[src/csp_pkg.sv]
// Shared constants and types for the standard PWM block
package csp_pkg;

  localparam int CSP_DUTY_W = 10;
  localparam int CSP_TMR_W = 8;
  localparam int CSP_REG_W = 16;
  localparam int CSP_BYTE_W = 8;
  localparam int CSP_LOW_W = 2;
  localparam int CSP_PRE_W = 6;
  localparam int CSP_POST_W = 4;
  localparam int CSP_MODE_W = 4;

  // Core clock rate and the instruction clock divide
  localparam int CSP_CORE_CLK_HZ = 40000000;
  localparam int CSP_INSTR_DIV = 4;

  // Prescale select codes: 1:1, 1:4, 1:16, 1:64
  localparam logic [1:0] CSP_PS_1 = 2'h0;
  localparam logic [1:0] CSP_PS_4 = 2'h1;
  localparam logic [1:0] CSP_PS_16 = 2'h2;
  localparam logic [1:0] CSP_PS_64 = 2'h3;

  // Mode field: top two bits both set selects PWM
  localparam int CSP_MODE_PWM_MSB = 3;
  localparam int CSP_MODE_PWM_LSB = 2;
  localparam logic [1:0] CSP_MODE_PWM = 2'h3;

  // Duty field positions in the 16-bit duty register
  localparam int CSP_LEFT_MSB = 15;
  localparam int CSP_LEFT_LSB = 6;
  localparam int CSP_RIGHT_MSB = 9;
  localparam int CSP_RIGHT_LSB = 0;

  // Reset values, plus the last value of the two low time-base bits
  localparam logic [CSP_TMR_W-1:0] CSP_PERIOD_RST = 8'hFF;
  localparam logic [CSP_TMR_W-1:0] CSP_TMR_RST = 8'h00;
  localparam logic [CSP_REG_W-1:0] CSP_DUTY_RST = 16'h0000;
  localparam logic [CSP_DUTY_W-1:0] CSP_BUF_RST = 10'h000;
  localparam logic [CSP_LOW_W-1:0] CSP_LOW_LAST = 2'h3;
  localparam logic [CSP_LOW_W-1:0] CSP_LOW_RST = 2'h0;
  localparam logic [CSP_PRE_W-1:0] CSP_PRE_RST = 6'h00;
  localparam logic [CSP_POST_W-1:0] CSP_POST_RST = 4'h0;

  typedef enum logic [1:0] {
    CSP_IDLE,
    CSP_ARMED,
    CSP_RUN
  } csp_state_e;

endpackage

[src/csp_pwm_if.sv]
// Carrier between the PWM core, its time base and its duty buffer
interface csp_pwm_if;
  import csp_pkg::*;

  logic tb_step;
  logic [CSP_LOW_W-1:0] tb_low;
  logic period_load;
  logic [CSP_REG_W-1:0] duty_word;
  logic align_left;
  logic [CSP_DUTY_W-1:0] duty_next;
  logic [CSP_DUTY_W-1:0] duty_buf;

  modport tb (output tb_step, output tb_low);
  modport duty (input period_load, input duty_word, input align_left,
                output duty_next, output duty_buf);
  modport core (input tb_step, input tb_low, input duty_next, input duty_buf,
                output period_load, output duty_word, output align_left);
endinterface

[src/csp_timebase.sv]
// Instruction clock phase, timer prescaler and the two low time-base bits
module csp_timebase
  import csp_pkg::*;
(
  input wire logic clk,
  input wire logic rst_b,
  input wire logic sleep,
  input wire logic run,
  input wire logic [1:0] prescale_sel,
  csp_pwm_if.tb bus
);

  logic [CSP_LOW_W-1:0] phase_reg;
  logic [CSP_PRE_W-1:0] pre_reg;
  logic instr_tick;

  // Low time-base bits sit at the top two prescaler stages that the selected ratio uses
  function automatic logic [CSP_LOW_W-1:0] low_bits(input logic [1:0] sel,
                                                    input logic [CSP_PRE_W-1:0] cnt);
    logic [CSP_LOW_W-1:0] r;
    r = cnt[1:0];
    if (sel == CSP_PS_16) begin
      r = cnt[3:2];
    end else if (sel == CSP_PS_64) begin
      r = cnt[5:4];
    end
    return r;
  endfunction

  // The low field advances once every bit below it is all ones
  function automatic logic below_full(input logic [1:0] sel,
                                      input logic [CSP_PRE_W-1:0] cnt);
    logic r;
    r = 1'b1;
    if (sel == CSP_PS_16) begin
      r = &cnt[1:0];
    end else if (sel == CSP_PS_64) begin
      r = &cnt[3:0];
    end
    return r;
  endfunction

  // Oscillator stops in sleep, so the phase freezes with it
  always_ff @(posedge clk or negedge rst_b) begin
    if (!rst_b) begin
      phase_reg <= CSP_LOW_RST;
    end else if (!sleep) begin
      phase_reg <= phase_reg + 2'h1;
    end
  end

  assign instr_tick = !sleep && (phase_reg == CSP_LOW_LAST);

  always_ff @(posedge clk or negedge rst_b) begin
    if (!rst_b) begin
      pre_reg <= CSP_PRE_RST;
    end else if (!run) begin
      pre_reg <= pre_reg;
    end else if (instr_tick) begin
      pre_reg <= pre_reg + 6'h01;
    end
  end

  // 1:1 uses the clock phase, other ratios the prescaler stages
  always_comb begin
    if (prescale_sel == CSP_PS_1) begin
      bus.tb_low = phase_reg;
      bus.tb_step = run && !sleep;
    end else begin
      bus.tb_low = low_bits(prescale_sel, pre_reg);
      bus.tb_step = run && instr_tick && below_full(prescale_sel, pre_reg);
    end
  end

endmodule

[src/csp_duty.sv]
// Duty alignment decode and the period-latched duty buffer
module csp_duty
  import csp_pkg::*;
(
  input wire logic clk,
  input wire logic rst_b,
  csp_pwm_if.duty bus
);

  logic [CSP_DUTY_W-1:0] buf_reg;

  // Left alignment keeps the top ten bits, right the bottom ten
  function automatic logic [CSP_DUTY_W-1:0] align_duty(input logic left,
                                                       input logic [CSP_REG_W-1:0] w);
    logic [CSP_DUTY_W-1:0] r;
    r = w[CSP_RIGHT_MSB:CSP_RIGHT_LSB];
    if (left) begin
      r = w[CSP_LEFT_MSB:CSP_LEFT_LSB];
    end
    return r;
  endfunction

  assign bus.duty_next = align_duty(bus.align_left, bus.duty_word);

  // Register writes land anywhere; only a period end moves them here
  always_ff @(posedge clk or negedge rst_b) begin
    if (!rst_b) begin
      buf_reg <= CSP_BUF_RST;
    end else if (bus.period_load) begin
      buf_reg <= bus.duty_next;
    end
  end

  assign bus.duty_buf = buf_reg;

endmodule

[src/csp_pwm_top.sv]
// Standard 10-bit PWM unit with its 8-bit period timer
// Functional notes
// Compare unusable in sleep; interrupt wakes device
// PWM waveform on pin, ten-bit resolution
// Software clocks period timer from Fosc/4
// Period match clears count, sets pin, latches; code sets the pin only when the latched duty is nonzero
// Duty writes anytime, applied at period match
// Alignment select places duty low or high
// Left uses bits 15..6, right 9..0
// Eight-bit timer counts the PWM period
// Time base adds phase or prescaler bits
// Pin clears when time base reaches duty
// Period is (limit+1) times 4 times prescale
// Postscaler only paces flag, not period
// Pulse width is duty times Tosc times prescale
// Resolution log2 of 4(limit+1), max ten
// Duty beyond period leaves pin unchanged
// Sleep freezes timer, state and pin level
// Output frequency tracks core clock
// Reset restores registers, pins to input
// Software order: pin off, setup, wait, enable
module csp_pwm_top
  import csp_pkg::*;
#(
  parameter int DUTY_W = CSP_DUTY_W,
  parameter int TMR_W = CSP_TMR_W
) (
  input wire logic CORE_CLK,
  input wire logic RST_B,
  input wire logic SLEEP,
  input wire logic MODULE_EN,
  input wire logic [CSP_MODE_W-1:0] MODE,
  input wire logic DUTY_ALIGN_SEL,
  input wire logic DUTY_WR_LO,
  input wire logic DUTY_WR_HI,
  input wire logic [CSP_BYTE_W-1:0] DUTY_WR_DATA,
  input wire logic PERIOD_WR,
  input wire logic [CSP_TMR_W-1:0] PERIOD_WR_DATA,
  input wire logic TIMER_RUN_ENABLE,
  input wire logic [1:0] TIMER_PRESCALE_SEL,
  input wire logic [CSP_POST_W-1:0] TIMER_POSTSCALE_SEL,
  input wire logic TIMER_FLAG_CLR,
  input wire logic TIMER_IRQ_EN,
  input wire logic PIN_DIRECTION_BIT,
  input wire logic OPEN_DRAIN_EN,
  output logic MODULE_OUTPUT_PIN,
  output logic MODULE_OUTPUT_PIN_OE,
  output logic OUTPUT_STATE,
  output logic [CSP_TMR_W-1:0] PERIOD_COUNTER,
  output logic [CSP_TMR_W-1:0] PERIOD_LIMIT_REG,
  output logic [CSP_REG_W-1:0] DUTY_VALUE_REG,
  output logic TIMER_MATCH_FLAG,
  output logic WAKE_REQ
);

  // The time base is the timer with two low bits appended
  if (DUTY_W != TMR_W + CSP_LOW_W) begin : g_width_check
    $error("Duty width must equal timer width plus two");
  end
  if (DUTY_W != CSP_DUTY_W || TMR_W != CSP_TMR_W) begin : g_fixed_check
    $error("Only the ten-bit duty and eight-bit timer are supported");
  end

  if ((1 << CSP_LOW_W) != CSP_INSTR_DIV) begin : g_div_check
    $error("Two low time-base bits must span the instruction clock divide");
  end

  if (CSP_MODE_PWM_MSB >= CSP_MODE_W || CSP_MODE_PWM_LSB > CSP_MODE_PWM_MSB) begin : g_mode_check
    $error("PWM mode field must lie inside the mode input");
  end

  csp_pwm_if pwm_bus ();

  logic [CSP_TMR_W-1:0] tmr_reg;
  logic [CSP_TMR_W-1:0] period_reg;
  logic [CSP_BYTE_W-1:0] duty_lo_reg;
  logic [CSP_BYTE_W-1:0] duty_hi_reg;
  logic [CSP_POST_W-1:0] post_reg;
  logic flag_reg;
  logic wake_reg;
  logic out_reg;
  logic pin_reg;
  logic oe_reg;
  csp_state_e state_reg;
  csp_state_e state_next;

  logic pwm_mode;
  logic pwm_active;
  logic tmr_tick;
  logic period_end;
  logic [CSP_DUTY_W-1:0] tb_now;
  logic [CSP_DUTY_W-1:0] tb_plus1;
  logic duty_hit;
  logic post_done;
  logic latch_set;
  logic latch_clr;
  logic [CSP_REG_W-1:0] duty_word;

  // Mode decode; only the top two mode bits matter for PWM
  function automatic logic mode_is_pwm(input logic [CSP_MODE_W-1:0] m);
    return m[CSP_MODE_PWM_MSB:CSP_MODE_PWM_LSB] == CSP_MODE_PWM;
  endfunction

  // Zero duty keeps the latch low for the whole period
  function automatic logic duty_nonzero(input logic [CSP_DUTY_W-1:0] d);
    return d != CSP_BUF_RST;
  endfunction

  assign pwm_mode = mode_is_pwm(MODE);
  assign pwm_active = MODULE_EN && pwm_mode;

  csp_timebase u_timebase (
    .clk(CORE_CLK),
    .rst_b(RST_B),
    .sleep(SLEEP),
    .run(TIMER_RUN_ENABLE),
    .prescale_sel(TIMER_PRESCALE_SEL),
    .bus(pwm_bus.tb)
  );

  csp_duty u_duty (
    .clk(CORE_CLK),
    .rst_b(RST_B),
    .bus(pwm_bus.duty)
  );

  assign pwm_bus.duty_word = duty_word;
  assign pwm_bus.align_left = DUTY_ALIGN_SEL;

  // Timer steps when the low bits roll over from their last value
  assign tmr_tick = pwm_bus.tb_step && (pwm_bus.tb_low == CSP_LOW_LAST);
  // Step after count equals limit ends the period: (limit+1)*4*prescale
  assign period_end = tmr_tick && (tmr_reg == period_reg);
  assign pwm_bus.period_load = period_end;

  assign tb_now = {tmr_reg, pwm_bus.tb_low};
  assign tb_plus1 = tb_now + 10'h001;
  // Looking one step ahead keeps the high time at exactly duty steps
  assign duty_hit = pwm_bus.tb_step && (tb_plus1 == pwm_bus.duty_buf);

  // Period timer; sleep stops its steps so the count simply holds
  always_ff @(posedge CORE_CLK or negedge RST_B) begin
    if (!RST_B) begin
      tmr_reg <= CSP_TMR_RST;
    end else if (period_end) begin
      tmr_reg <= CSP_TMR_RST;
    end else if (tmr_tick) begin
      tmr_reg <= tmr_reg + 8'h01;
    end
  end

  // Period limit; a small limit trades resolution for frequency
  always_ff @(posedge CORE_CLK or negedge RST_B) begin
    if (!RST_B) begin
      period_reg <= CSP_PERIOD_RST;
    end else if (PERIOD_WR) begin
      period_reg <= PERIOD_WR_DATA;
    end
  end

  // Duty register bytes may be written at any time
  always_ff @(posedge CORE_CLK or negedge RST_B) begin
    if (!RST_B) begin
      duty_lo_reg <= CSP_DUTY_RST[CSP_BYTE_W-1:0];
    end else if (DUTY_WR_LO) begin
      duty_lo_reg <= DUTY_WR_DATA;
    end
  end

  // Each byte has its own flops, so either may be written alone
  always_ff @(posedge CORE_CLK or negedge RST_B) begin
    if (!RST_B) begin
      duty_hi_reg <= CSP_DUTY_RST[CSP_REG_W-1:CSP_BYTE_W];
    end else if (DUTY_WR_HI) begin
      duty_hi_reg <= DUTY_WR_DATA;
    end
  end

  assign duty_word = {duty_hi_reg, duty_lo_reg};

  // Postscaler counts period ends for the flag only
  assign post_done = period_end && (post_reg == TIMER_POSTSCALE_SEL);

  always_ff @(posedge CORE_CLK or negedge RST_B) begin
    if (!RST_B) begin
      post_reg <= CSP_POST_RST;
    end else if (post_done) begin
      post_reg <= CSP_POST_RST;
    end else if (period_end) begin
      post_reg <= post_reg + 4'h1;
    end
  end

  // Sticky flag; a new set beats a clear in the same cycle
  always_ff @(posedge CORE_CLK or negedge RST_B) begin
    if (!RST_B) begin
      flag_reg <= 1'b0;
    end else if (post_done) begin
      flag_reg <= 1'b1;
    end else if (TIMER_FLAG_CLR) begin
      flag_reg <= 1'b0;
    end
  end

  // Only an enabled flag can wake a sleeping core
  always_ff @(posedge CORE_CLK or negedge RST_B) begin
    if (!RST_B) begin
      wake_reg <= 1'b0;
    end else begin
      wake_reg <= SLEEP && TIMER_IRQ_EN && (flag_reg || post_done);
    end
  end

  // Armed waits for a period end so the first pulse is whole
  always_comb begin
    state_next = state_reg;
    case (state_reg)
      CSP_IDLE: begin
        if (pwm_active) begin
          state_next = CSP_ARMED;
        end
      end
      CSP_ARMED: begin
        if (!pwm_active) begin
          state_next = CSP_IDLE;
        end else if (period_end) begin
          state_next = CSP_RUN;
        end
      end
      CSP_RUN: begin
        if (!pwm_active) begin
          state_next = CSP_IDLE;
        end
      end
      default: begin
        state_next = CSP_IDLE;
      end
    endcase
  end

  always_ff @(posedge CORE_CLK or negedge RST_B) begin
    if (!RST_B) begin
      state_reg <= CSP_IDLE;
    end else begin
      state_reg <= state_next;
    end
  end

  // A duty beyond the period never matches, so the latch stays put
  // Set and clear decode; a period end outranks a duty match
  always_comb begin
    latch_set = 1'b0;
    latch_clr = 1'b0;
    if (period_end) begin
      latch_set = duty_nonzero(pwm_bus.duty_next);
      latch_clr = !duty_nonzero(pwm_bus.duty_next);
    end else if (state_reg == CSP_RUN && duty_hit) begin
      latch_clr = 1'b1;
    end
  end

  // Output latch; leaving PWM mode drops it to the default low level
  always_ff @(posedge CORE_CLK or negedge RST_B) begin
    if (!RST_B) begin
      out_reg <= 1'b0;
    end else if (!pwm_active) begin
      out_reg <= 1'b0;
    end else if (latch_set) begin
      out_reg <= 1'b1;
    end else if (latch_clr) begin
      out_reg <= 1'b0;
    end
  end

  // Pin level; open drain only ever drives the low level
  always_ff @(posedge CORE_CLK or negedge RST_B) begin
    if (!RST_B) begin
      pin_reg <= 1'b0;
    end else if (OPEN_DRAIN_EN) begin
      pin_reg <= 1'b0;
    end else begin
      pin_reg <= out_reg;
    end
  end

  // Output enable; the direction bit wins, so setup can hold the pin off
  always_ff @(posedge CORE_CLK or negedge RST_B) begin
    if (!RST_B) begin
      oe_reg <= 1'b0;
    end else if (PIN_DIRECTION_BIT || !pwm_active) begin
      oe_reg <= 1'b0;
    end else if (OPEN_DRAIN_EN) begin
      oe_reg <= !out_reg;
    end else begin
      oe_reg <= 1'b1;
    end
  end

  assign MODULE_OUTPUT_PIN = pin_reg;
  assign MODULE_OUTPUT_PIN_OE = oe_reg;
  assign OUTPUT_STATE = out_reg;
  assign PERIOD_COUNTER = tmr_reg;
  assign PERIOD_LIMIT_REG = period_reg;
  assign DUTY_VALUE_REG = duty_word;
  assign TIMER_MATCH_FLAG = flag_reg;
  assign WAKE_REQ = wake_reg;

endmodule

[config.mk]
export PLATFORM = sky130hd
export DESIGN_NAME = csp_pwm_top
export DESIGN_NICKNAME = d
export VERILOG_FILES = /design/src/csp_pkg.sv /design/src/csp_pwm_if.sv /design/src/csp_timebase.sv /design/src/csp_duty.sv /design/src/csp_pwm_top.sv
export SDC_FILE = /design/constraint.sdc
export NUM_CORES = 1
export LEC_CHECK = 0
export BUFFER_PORTS_ARGS = -buffer_cell sky130_fd_sc_hd__buf_2
export CAP_MARGIN = 20
export CORE_ASPECT_RATIO = 1.1
export CORE_MARGIN = 3
export CORE_UTILIZATION = 31
export CTS_CLUSTER_SIZE = 24
export DETAILED_ROUTE_END_ITERATION = 12
export PLACE_DENSITY = 0.57
export SLEW_MARGIN = 15
export SYNTH_ARGS = -nofsm -noshare
export SYNTH_HDL_FRONTEND = slang
export SYNTH_SLANG_ARGS = --single-unit
[constraint.sdc]
create_clock -name CORE_CLK -period 2.4 [get_ports CORE_CLK]
set_clock_uncertainty 0.05 [all_clocks]
set_input_delay 0.24 -clock CORE_CLK [delete_from_list [all_inputs] [get_ports CORE_CLK]]
set_output_delay 0.24 -clock CORE_CLK [all_outputs]
set_load 0.05 [all_outputs]
Word-level counts from Yosys, hierarchy flattened:

Index checks and enable logic that the tools add are counted.

* register bits after elaboration: 61

* reduce and logical (&&, ||, !) cells: 28
* equality and inequality tests: 14
* muxes and demuxes: 28
* add/subtract/negate cells: 5

Operators with widths (count)
* 2-to-1 mux 8 bit: 2
* 2-to-1 mux 1 bit: 15
* 2-to-1 mux 2 bit: 7
* == test 2 bit, second input constant: 6
* logical AND 1 bit: 12
* adder 10 x 1 -> 10 bit, second input constant: 1
* == test 10 bit: 1
* 2-to-1 mux 10 bit: 1
* nonzero test 10 bit: 1
* adder 8 x 1 -> 8 bit, second input constant: 1
* == test 8 bit: 1
* 2-to-1 mux 4 bit: 2
* adder 6 x 1 -> 6 bit, second input constant: 1
* case mux 2 bit (3 select lines): 1
* nonzero test 2 bit: 3
* adder 4 x 1 -> 4 bit, second input constant: 1
* == test 4 bit: 1
* logical NOT 1 bit: 4
* logical NOT 2 bit: 2
* inequality test 2 bit, second input constant: 2
* AND reduction 2 bit: 2
* AND reduction 4 bit: 1
* inequality test 3 x 1 -> 1 bit, second input constant: 1
* inequality test 3 bit, second input constant: 1
* other kinds (4): 5

Depth between registers and ports, before layout:

Gate-level depths: netlist of the first run.

* depth in word-level cells: 13
* gate-level depth with buffers: 8
* depth with buffers taken out: 8

Hierarchy:

From an unflattened synthesis of the first run, not the netlist that was laid out.

* cell total of the unflattened synthesis: 259
* area, all modules: 3230.6 um2

By module, submodules not included
* csp_pwm_top: cells each 195, area each 2228.4 um2, times used 1, sequential area each 1086.0 um2
* csp_duty: cells each 32, area each 566.8 um2, times used 1, sequential area each 250.2 um2
* csp_timebase: cells each 32, area each 435.4 um2, times used 1, sequential area each 200.2 um2

Worst setup path before layout of the first run:

Ideal clock, no wire load.

* path type: register -> register
* from: register u_timebase.pre_reg[2]
* to: register out_reg (netlist: OUTPUT_STATE)
* path slack: 0.235 ns
* path buffers: 0
* data arrival time: 1.991 ns
* stages on the path, launching flop included: 8
* library setup time: 0.124 ns
* data required time: 2.226 ns
* path through: dfrtp_1 mux4_2 ha_1 xnor2_1 xnor2_1 nor4_1 nand4_1 o31a_1

* longest elaborated chain between the ends: 11
* elaborated cells on any way between the ends: 21
* those cells by class: add/sub (1); eq/ne (3); mux (11); reduce/logical (6)

Ends and longest elaborated chain
* start, declared: RTL line csp_timebase.sv:14 `logic [CSP_PRE_W-1:0] pre_reg;`
* start signal, assigned: RTL line csp_timebase.sv:58 `pre_reg <= pre_reg;`
* start signal, assigned: RTL line csp_timebase.sv:60 `pre_reg <= pre_reg + 6'h01;`
* parallel branches: the longest is 11 deep, another holds adder 10 x 1 -> 10 bit
* end signal, assigned: RTL line csp_pwm_top.sv:265 `out_reg <= 1'b0;`
* end signal, assigned: RTL line csp_pwm_top.sv:267 `out_reg <= 1'b0;`
* end signal, assigned: RTL line csp_pwm_top.sv:269 `out_reg <= 1'b1;`
* end, declared: RTL line csp_pwm_top.sv:81 `logic out_reg;`

Parallel ways; which one is timed is not known. The select of a mux whose other input is x is not followed.
A chain may end at the register's enable or synchronous reset.

Worst setup path in the final report of the first run:

Same ends and word-level chain as after synthesis.

==> impl_metrics.py, run 1 <==
metrics = {
    "run_status": {
        "outcome": "finished clean",
    },
    "floorplanning": {
        "die_w_um": 103,
        "die_area_um2": 11700,
        "fp-row-count": 38,
        "start_util_pct": 32.3,
        "ios": 76,
        "core_area_um2": 10000,
        "die_y_um": 113,
    },
    "detailed_routing": {
        "drt_first_pass_iters": 4,
        "ant_nets": 0,
        "vias_per_cell": 4.74,
        "avgRoutedWirePerCell_um": 14.0,
        "dr_wl_met3_um": 405,
        "drc": 0,
        "route.top_layer_used": "met4",
        "wl_um": 7150,
        "wl_met1_um": 3160,
        "wl_met2_um": 3460,
        "vias": 2427,
        "drt_iter0_drc": 43,
    },
    "grt": {
        "grt_pass1_vias": 2462,
        "grt_use_total_pct": 13.1,
        "grt-ovfl-total": 0,
        "grt_max_degree": 24,
        "antenna_found_initial": 0,
        "grt_pass1_wl_um": 12000,
    },
    "placement": {
        "dp.cells": 492,
        "portBuffers": 73,
        "dp_worst_setup_slack_ns": 0.0913,
        "hpwl_um": 5510,
        "gp_congestion": 0.765,
    },
    "setup_path": {
        "critical_path_class": "reg -> reg",
        "ff2ff_path_depth": 7,
        "required_ns": 2.57,
        "endpoint_kind": "flop",
        "crit_path_max_fanout": 5,
        "start_kind": "flop",
        "arrival_ns": 2.48,
    },
    "clocking": {
        "clock_tree.buffer_depth": 2,
        "cts_resized": 0,
        "clock_latency_ns": 0.34,
        "cts.sinks": 61,
        "clk_pin_slew_ns": 0.07,
        "cts_max_level": 3,
        "tritoncts": "done",
        "cts_root_buffer": "clkbuf_8",
        "cts_buffers": 9,
    },
    "finish": {
        "nets": 412,
        "areaGrowthSynthToFinish_pct": 23.3,
        "multi_input_area_um2": 1600,
        "seq_area_um2": 1540,
        "fillers": 1016,
        "final_layout_size_suffix_gt1_share_pct": 41.9,
        "largest_reg_flops": 10,
        "stdcell_count": 512,
        "num_antenna_cells": 0,
    },
    "synthesis": {
        "ys_types": 51,
        "ys.flop_type": "dfrtp_1",
        "synthesis.area_um2": 3240,
        "yosysMostFrequentCell": "dfrtp_1",
        "synth_top_area_share_pct": 41.0,
        "yosysWarnings": 0,
        "synth-async-reset-ratio_pct": 100,
        "syn_inst": 286,
        "synth_top_cell_by_area": "dfrtp_1",
        "ys_top_cells_by_count": "dfrtp_1, mux2_2, nor2_1, xor2_1, nand2_1",
        "synth_nets": 331,
        "ys_seq_area_share_pct": 47.4,
        "syn_avg_cell_area_um2": 11.3,
        "synth-seq-cells": 61,
        "synthTopCellsByArea": "dfrtp_1, mux2_2, dfstp_2",
        "synth_edf_count": 0,
    },
    "timing": {
        "max_freq_ghz": 0.434,
        "setup_viol": 0,
        "grt_setup_unrepaired": "no",
        "slew_headroom_pct": 66.6,
        "fin_crit_sh_pct": 96.0,
        "maxSlewViolCount": 0,
        "hold_viol_final": 0,
        "period_minus_slack_ns": 2.31,
        "tightest_slew_ns": 0.496,
        "setup_tns_ns": 0,
        "worst_slack_ns": 0.0950,
    },
    "pwr": {
        "p_per_area_nw_per_um2": 710,
        "p_leak_nw": 1.87,
        "vdd_drop_max_v": 0.000320,
    },
    "worst_hold_path": {
        "hold_path_depth": 2,
        "hp-class": "in -> reg",
    },
    "job": {
        "max_cap_violations": 0,
    },
}
-- report_power, final --
group	internal [mW]	leakage (nW)	total (mW)	switching [mW]
clock network	0.501	0.103	0.888	0.387
registers	1.14	0.777	1.25	0.112
logic	0.279	0.988	0.696	0.416
total	1.92	1.87	2.84	0.916
-- cell usage in the layout, fill, tap and decap left out, types with 4 or more instances in the layout --
cell	netlist	routed
a21oi_1	6	6
a21oi_2	9	9
buf_2	4	73
buf_4	4	9
clkbuf_8	0	10
clkinv_2	0	4
dfrtp_1	53	53
dfstp_2	8	8
ha_1	6	6
mux2_2	26	26
mux2i_1	11	11
nand2_1	17	17
nand3_1	9	9
nand4_1	4	4
nor2_1	20	20
nor4_1	4	4
o21ai_0	5	5
o21ai_1	10	10
xnor2_1	12	12
xor2_1	20	20
-- final timing paths --
path	endpoint	slack [ns]	start
min	PERIOD_LIMIT_REG[5]$_DFFE_PN1P_	0.08	PERIOD_WR_DATA[5]
max in group asynchronous	PERIOD_LIMIT_REG[7]$_DFFE_PN1P_	1.23	RST_B
max reg2reg	OUTPUT_STATE$_DFFE_PN0P_	0.09	u_timebase.pre_reg[2]$_DFFE_PN0P_
min reg2reg	state_reg[0]$_DFFE_PN0P_	0.42	state_reg[1]$_DFFE_PN0P_
min in group asynchronous	duty_hi_reg[5]$_DFFE_PN0P_	0.34	RST_B
max	OUTPUT_STATE$_DFFE_PN0P_	0.09	u_timebase.pre_reg[2]$_DFFE_PN0P_
-- final cells by class --
class	count	share of cell area, %
Multi-Input combinational cell	206	40.0
Sequential cell	61	38.5
Timing Repair Buffer	86	12.1
Tap cell	140	4.39
Clock buffer	11	3.54
Inverter	3	0.282
Clock inverter	5	1.25
-- per-layer routing --
metal  up-vias  GRT usage [%]
li1       1183              -
met1      1166           16.7
met2        68           20.9
met3        10           3.33
met4         0           5.44
met5         -              0
-- worst max-delay path, cell delays in order (launching register included) --
cell and delay [ns]:
dfrtp_1 0.42, mux4_2 0.51, ha_1 0.30, nand2b_1 0.17
a21oi_1 0.19, a311oi_1 0.07, o22a_1 0.20, o31a_1 0.29
-- logic make-up (layout without fill, tap and decap cells) --
logic type / count (synthesis) / in the layout / synth area share (%)
AO/OA/AOI/OAI: 44 / 44 / 9.31
XOR/XNOR: 33 / 33 / 9.16
adder cells (fa/ha/maj): 6 / 6 / 2.32
buffers and inverters: 19 / 105 / 3.28
flip-flops: 61 / 61 / 47.4
multiplexers: 40 / 40 / 14.2
AND/OR/NAND/NOR: 83 / 83 / 14.3
-- timing repair --
action                     in CTS  in global routing
buffers inserted                0                  1
hold endpoints to repair       21                  0
setup endpoints to repair       0                  1
hold buffers                    3                  0
-- through the flow --
stage	util (%)	instance area, µm²	power, mW	hold slack [ns]
after floorplan	-	3240	1.77	-0.106
after global placement	37.5	3760	1.94	0.166
after detailed placement	37.5	3760	1.96	0.174
after CTS	39.7	3990	2.88	0.0664
after global routing	39.8	3990	3.01	0.0653
final	39.8	3990	2.84	0.0844
Power figures use the tool's default switching activity.
==> run 2: changes to the inputs <==
--- a/config.mk
+++ b/config.mk
@@ -13,6 +13,7 @@
 export CTS_CLUSTER_SIZE = 24
 export DETAILED_ROUTE_END_ITERATION = 12
 export PLACE_DENSITY = 0.57
+export SETUP_SLACK_MARGIN = 0.3
 export SLEW_MARGIN = 15
 export SYNTH_ARGS = -nofsm -noshare
 export SYNTH_HDL_FRONTEND = slang
==> run 2 against run 1 <==
First-iteration DRC count increased by 19%; cell area increased by 2.8%; sequential power about the same; non-clock buffer count increased by 8; via count increased by 1.5%; critical path depth unchanged; clock-buffer cell count increased by 4; combinational power increased by 15%; clock power decreased by 2.4%; highest routed layer unchanged.
==> impl_metrics.py, run 2 (synthesis gave the netlist of run 1 again) <==
metrics = {
    "run_status": {
        "outcome": "finished clean",
    },
    "clocking": {
        "clock_tree.buffer_depth": 2,
        "cts.sinks": 61,
        "cts_buffers": 9,
        "clock_latency_ns": 0.33,
        "cts_max_level": 3,
        "cts_root_buffer": "clkbuf_8",
        "clk_pin_slew_ns": 0.07,
        "tritoncts": "done",
    },
    "detailed_routing": {
        "wl_um": 7280,
        "ant_nets": 0,
        "drc": 0,
        "drt_iter0_drc": 51,
        "vias_per_cell": 4.74,
        "avgRoutedWirePerCell_um": 14.0,
        "vias": 2464,
        "drt_first_pass_iters": 4,
    },
    "placement": {
        "dp_worst_setup_slack_ns": 0.166,
        "postPlaceCellArea_um2": 3770,
        "gp_congestion": 0.757,
        "portBuffers": 73,
        "hpwl_um": 5310,
    },
    "floorplanning": {
        "start_util_pct": 32.3,
        "fp-row-count": 38,
        "core_area_um2": 10000,
        "die_area_um2": 11700,
        "die_y_um": 113,
        "die_w_um": 103,
        "ios": 76,
    },
    "timing": {
        "slew_headroom_pct": 47.8,
        "worst_slack_ns": 0.256,
        "maxSlewViolCount": 0,
        "max_freq_ghz": 0.466,
        "setup_tns_ns": 0,
        "setup_viol": 0,
        "period_minus_slack_ns": 2.14,
        "hold_viol_final": 0,
        "tightest_slew_ns": 0.783,
        "fin_crit_sh_pct": 89.3,
        "grt_setup_unrepaired": "yes",
    },
    "grt": {
        "grt_use_total_pct": 13.0,
        "antenna_found_initial": 0,
        "grt-ovfl-total": 0,
        "use_met2_pct": 20.7,
        "grt_pass1_wl_um": 11900,
        "top_usage_layer": "met2",
        "use_met3_pct": 3.95,
        "grt_max_degree": 62,
        "grtUsageMet1_pct": 16.9,
        "grt_pass1_vias": 2412,
    },
    "finish": {
        "areaGrowthSynthToFinish_pct": 26.8,
        "mostFrequentLayoutCell": "buf_2",
        "final_layout_size_suffix_gt1_share_pct": 45.5,
        "nets": 420,
        "final_area_um2": 4110,
        "largest_reg_flops": 10,
        "layout_common_cells": "buf_2, dfrtp_1, mux2_2",
        "seq_area_um2": 1540,
        "num_antenna_cells": 0,
        "multi_input_area_um2": 1650,
        "fillers": 1008,
    },
    "pwr": {
        "p_leak_nw": 1.92,
        "p_per_area_nw_per_um2": 712,
        "power_mw": 2.92,
        "vdd_drop_max_v": 0.000333,
    },
    "setup_path": {
        "critical_path_class": "reg -> reg",
        "reg2reg_to": "OUTPUT_STATE$_DFFE_PN0P_",
        "required_ns": 2.57,
        "crit_path_max_fanout": 5,
        "r2r_start": "u_timebase.pre_reg[5]$_DFFE_PN0P_",
        "endpoint_kind": "flop",
        "r2r_setup_slack_ns": 0.26,
        "start_kind": "flop",
        "arrival_ns": 2.32,
        "ff2ff_path_depth": 7,
    },
    "worst_hold_path": {
        "hp-class": "in -> async",
    },
    "job": {
        "max_cap_violations": 0,
    },
}
## run 2: cell types whose count changed in the layout (fill, tap and decap cells not counted), sizes merged
cell         delta
buf             +9
clkbuf          +4
clkinv          -3
bufinv          -1
dlygate4sd3     -1
## run 2: layer usage
metal	wire length (µm)	vias to the layer above
met2	3490	61
li1	-	1203
met4	99	0
met5	0	-
met3	368	9
met1	3320	1191
## run 2: where the power goes
group	switching, mW	internal [mW]
sequential	0.110	1.14
combinational	0.457	0.346
clock	0.380	0.487
## run 2: repair_timing
item,in CTS,in global routing
setup endpoints to repair,2,22
setup buffers,8,4
hold buffers,2,0
pin swaps,1,8
endpoints found under the hold margin,2,0
gates resized for setup,1,7
## run 2: stage by stage
stage          instances  hold slack (ns)  util [%]
5_1_grt              520           0.0605      40.9
3_3_place_gp         490            0.349      37.6
4_1_cts              516           0.0270      40.3
3_5_place_dp         490            0.350      37.6
2_1_floorplan        286           -0.106         -
6_report             520          0.00372      40.9
## run 2: how the worst max path moves through the flow
| stage | slack (ns) | depth (start not counted) | endpoint | start |
|---|---|---|---|---|
| after floorplan | 0.27 | 6 | OUTPUT_STATE$_DFFE_PN0P_ | u_timebase.pre_reg[2]$_DFFE_PN0P_ |
| final | 0.26 | 7 | OUTPUT_STATE$_DFFE_PN0P_ | u_timebase.pre_reg[5]$_DFFE_PN0P_ |
| after global placement | 0.20 | 8 | OUTPUT_STATE$_DFFE_PN0P_ | TIMER_PRESCALE_SEL[0] |
| after detailed placement | 0.17 | 9 | OUTPUT_STATE$_DFFE_PN0P_ | TIMER_PRESCALE_SEL[0] |
| after global routing | 0.15 | 7 | OUTPUT_STATE$_DFFE_PN0P_ | u_timebase.phase_reg[0]$_DFFE_PN0N_ |
| after CTS | 0.25 | 7 | OUTPUT_STATE$_DFFE_PN0P_ | u_timebase.pre_reg[5]$_DFFE_PN0P_ |
## run 2: final cells by class
cell class	instances	area share, %
clock inverter	1	0.122
multi-input combinational	206	40.2
inverter	3	0.274
timing repair buffer	94	13.2
tap	140	4.27
clock buffer	15	4.54
sequential	61	37.5
## run 2: worst max-delay path, cell delays in order (launching register included)
cell and delay (ns):
dfrtp_1 0.39, mux4_2 0.56, ha_4 0.23, xnor2_2 0.14
xnor2_1 0.12, nor4_1 0.16, nand4_1 0.12, o31a_1 0.28
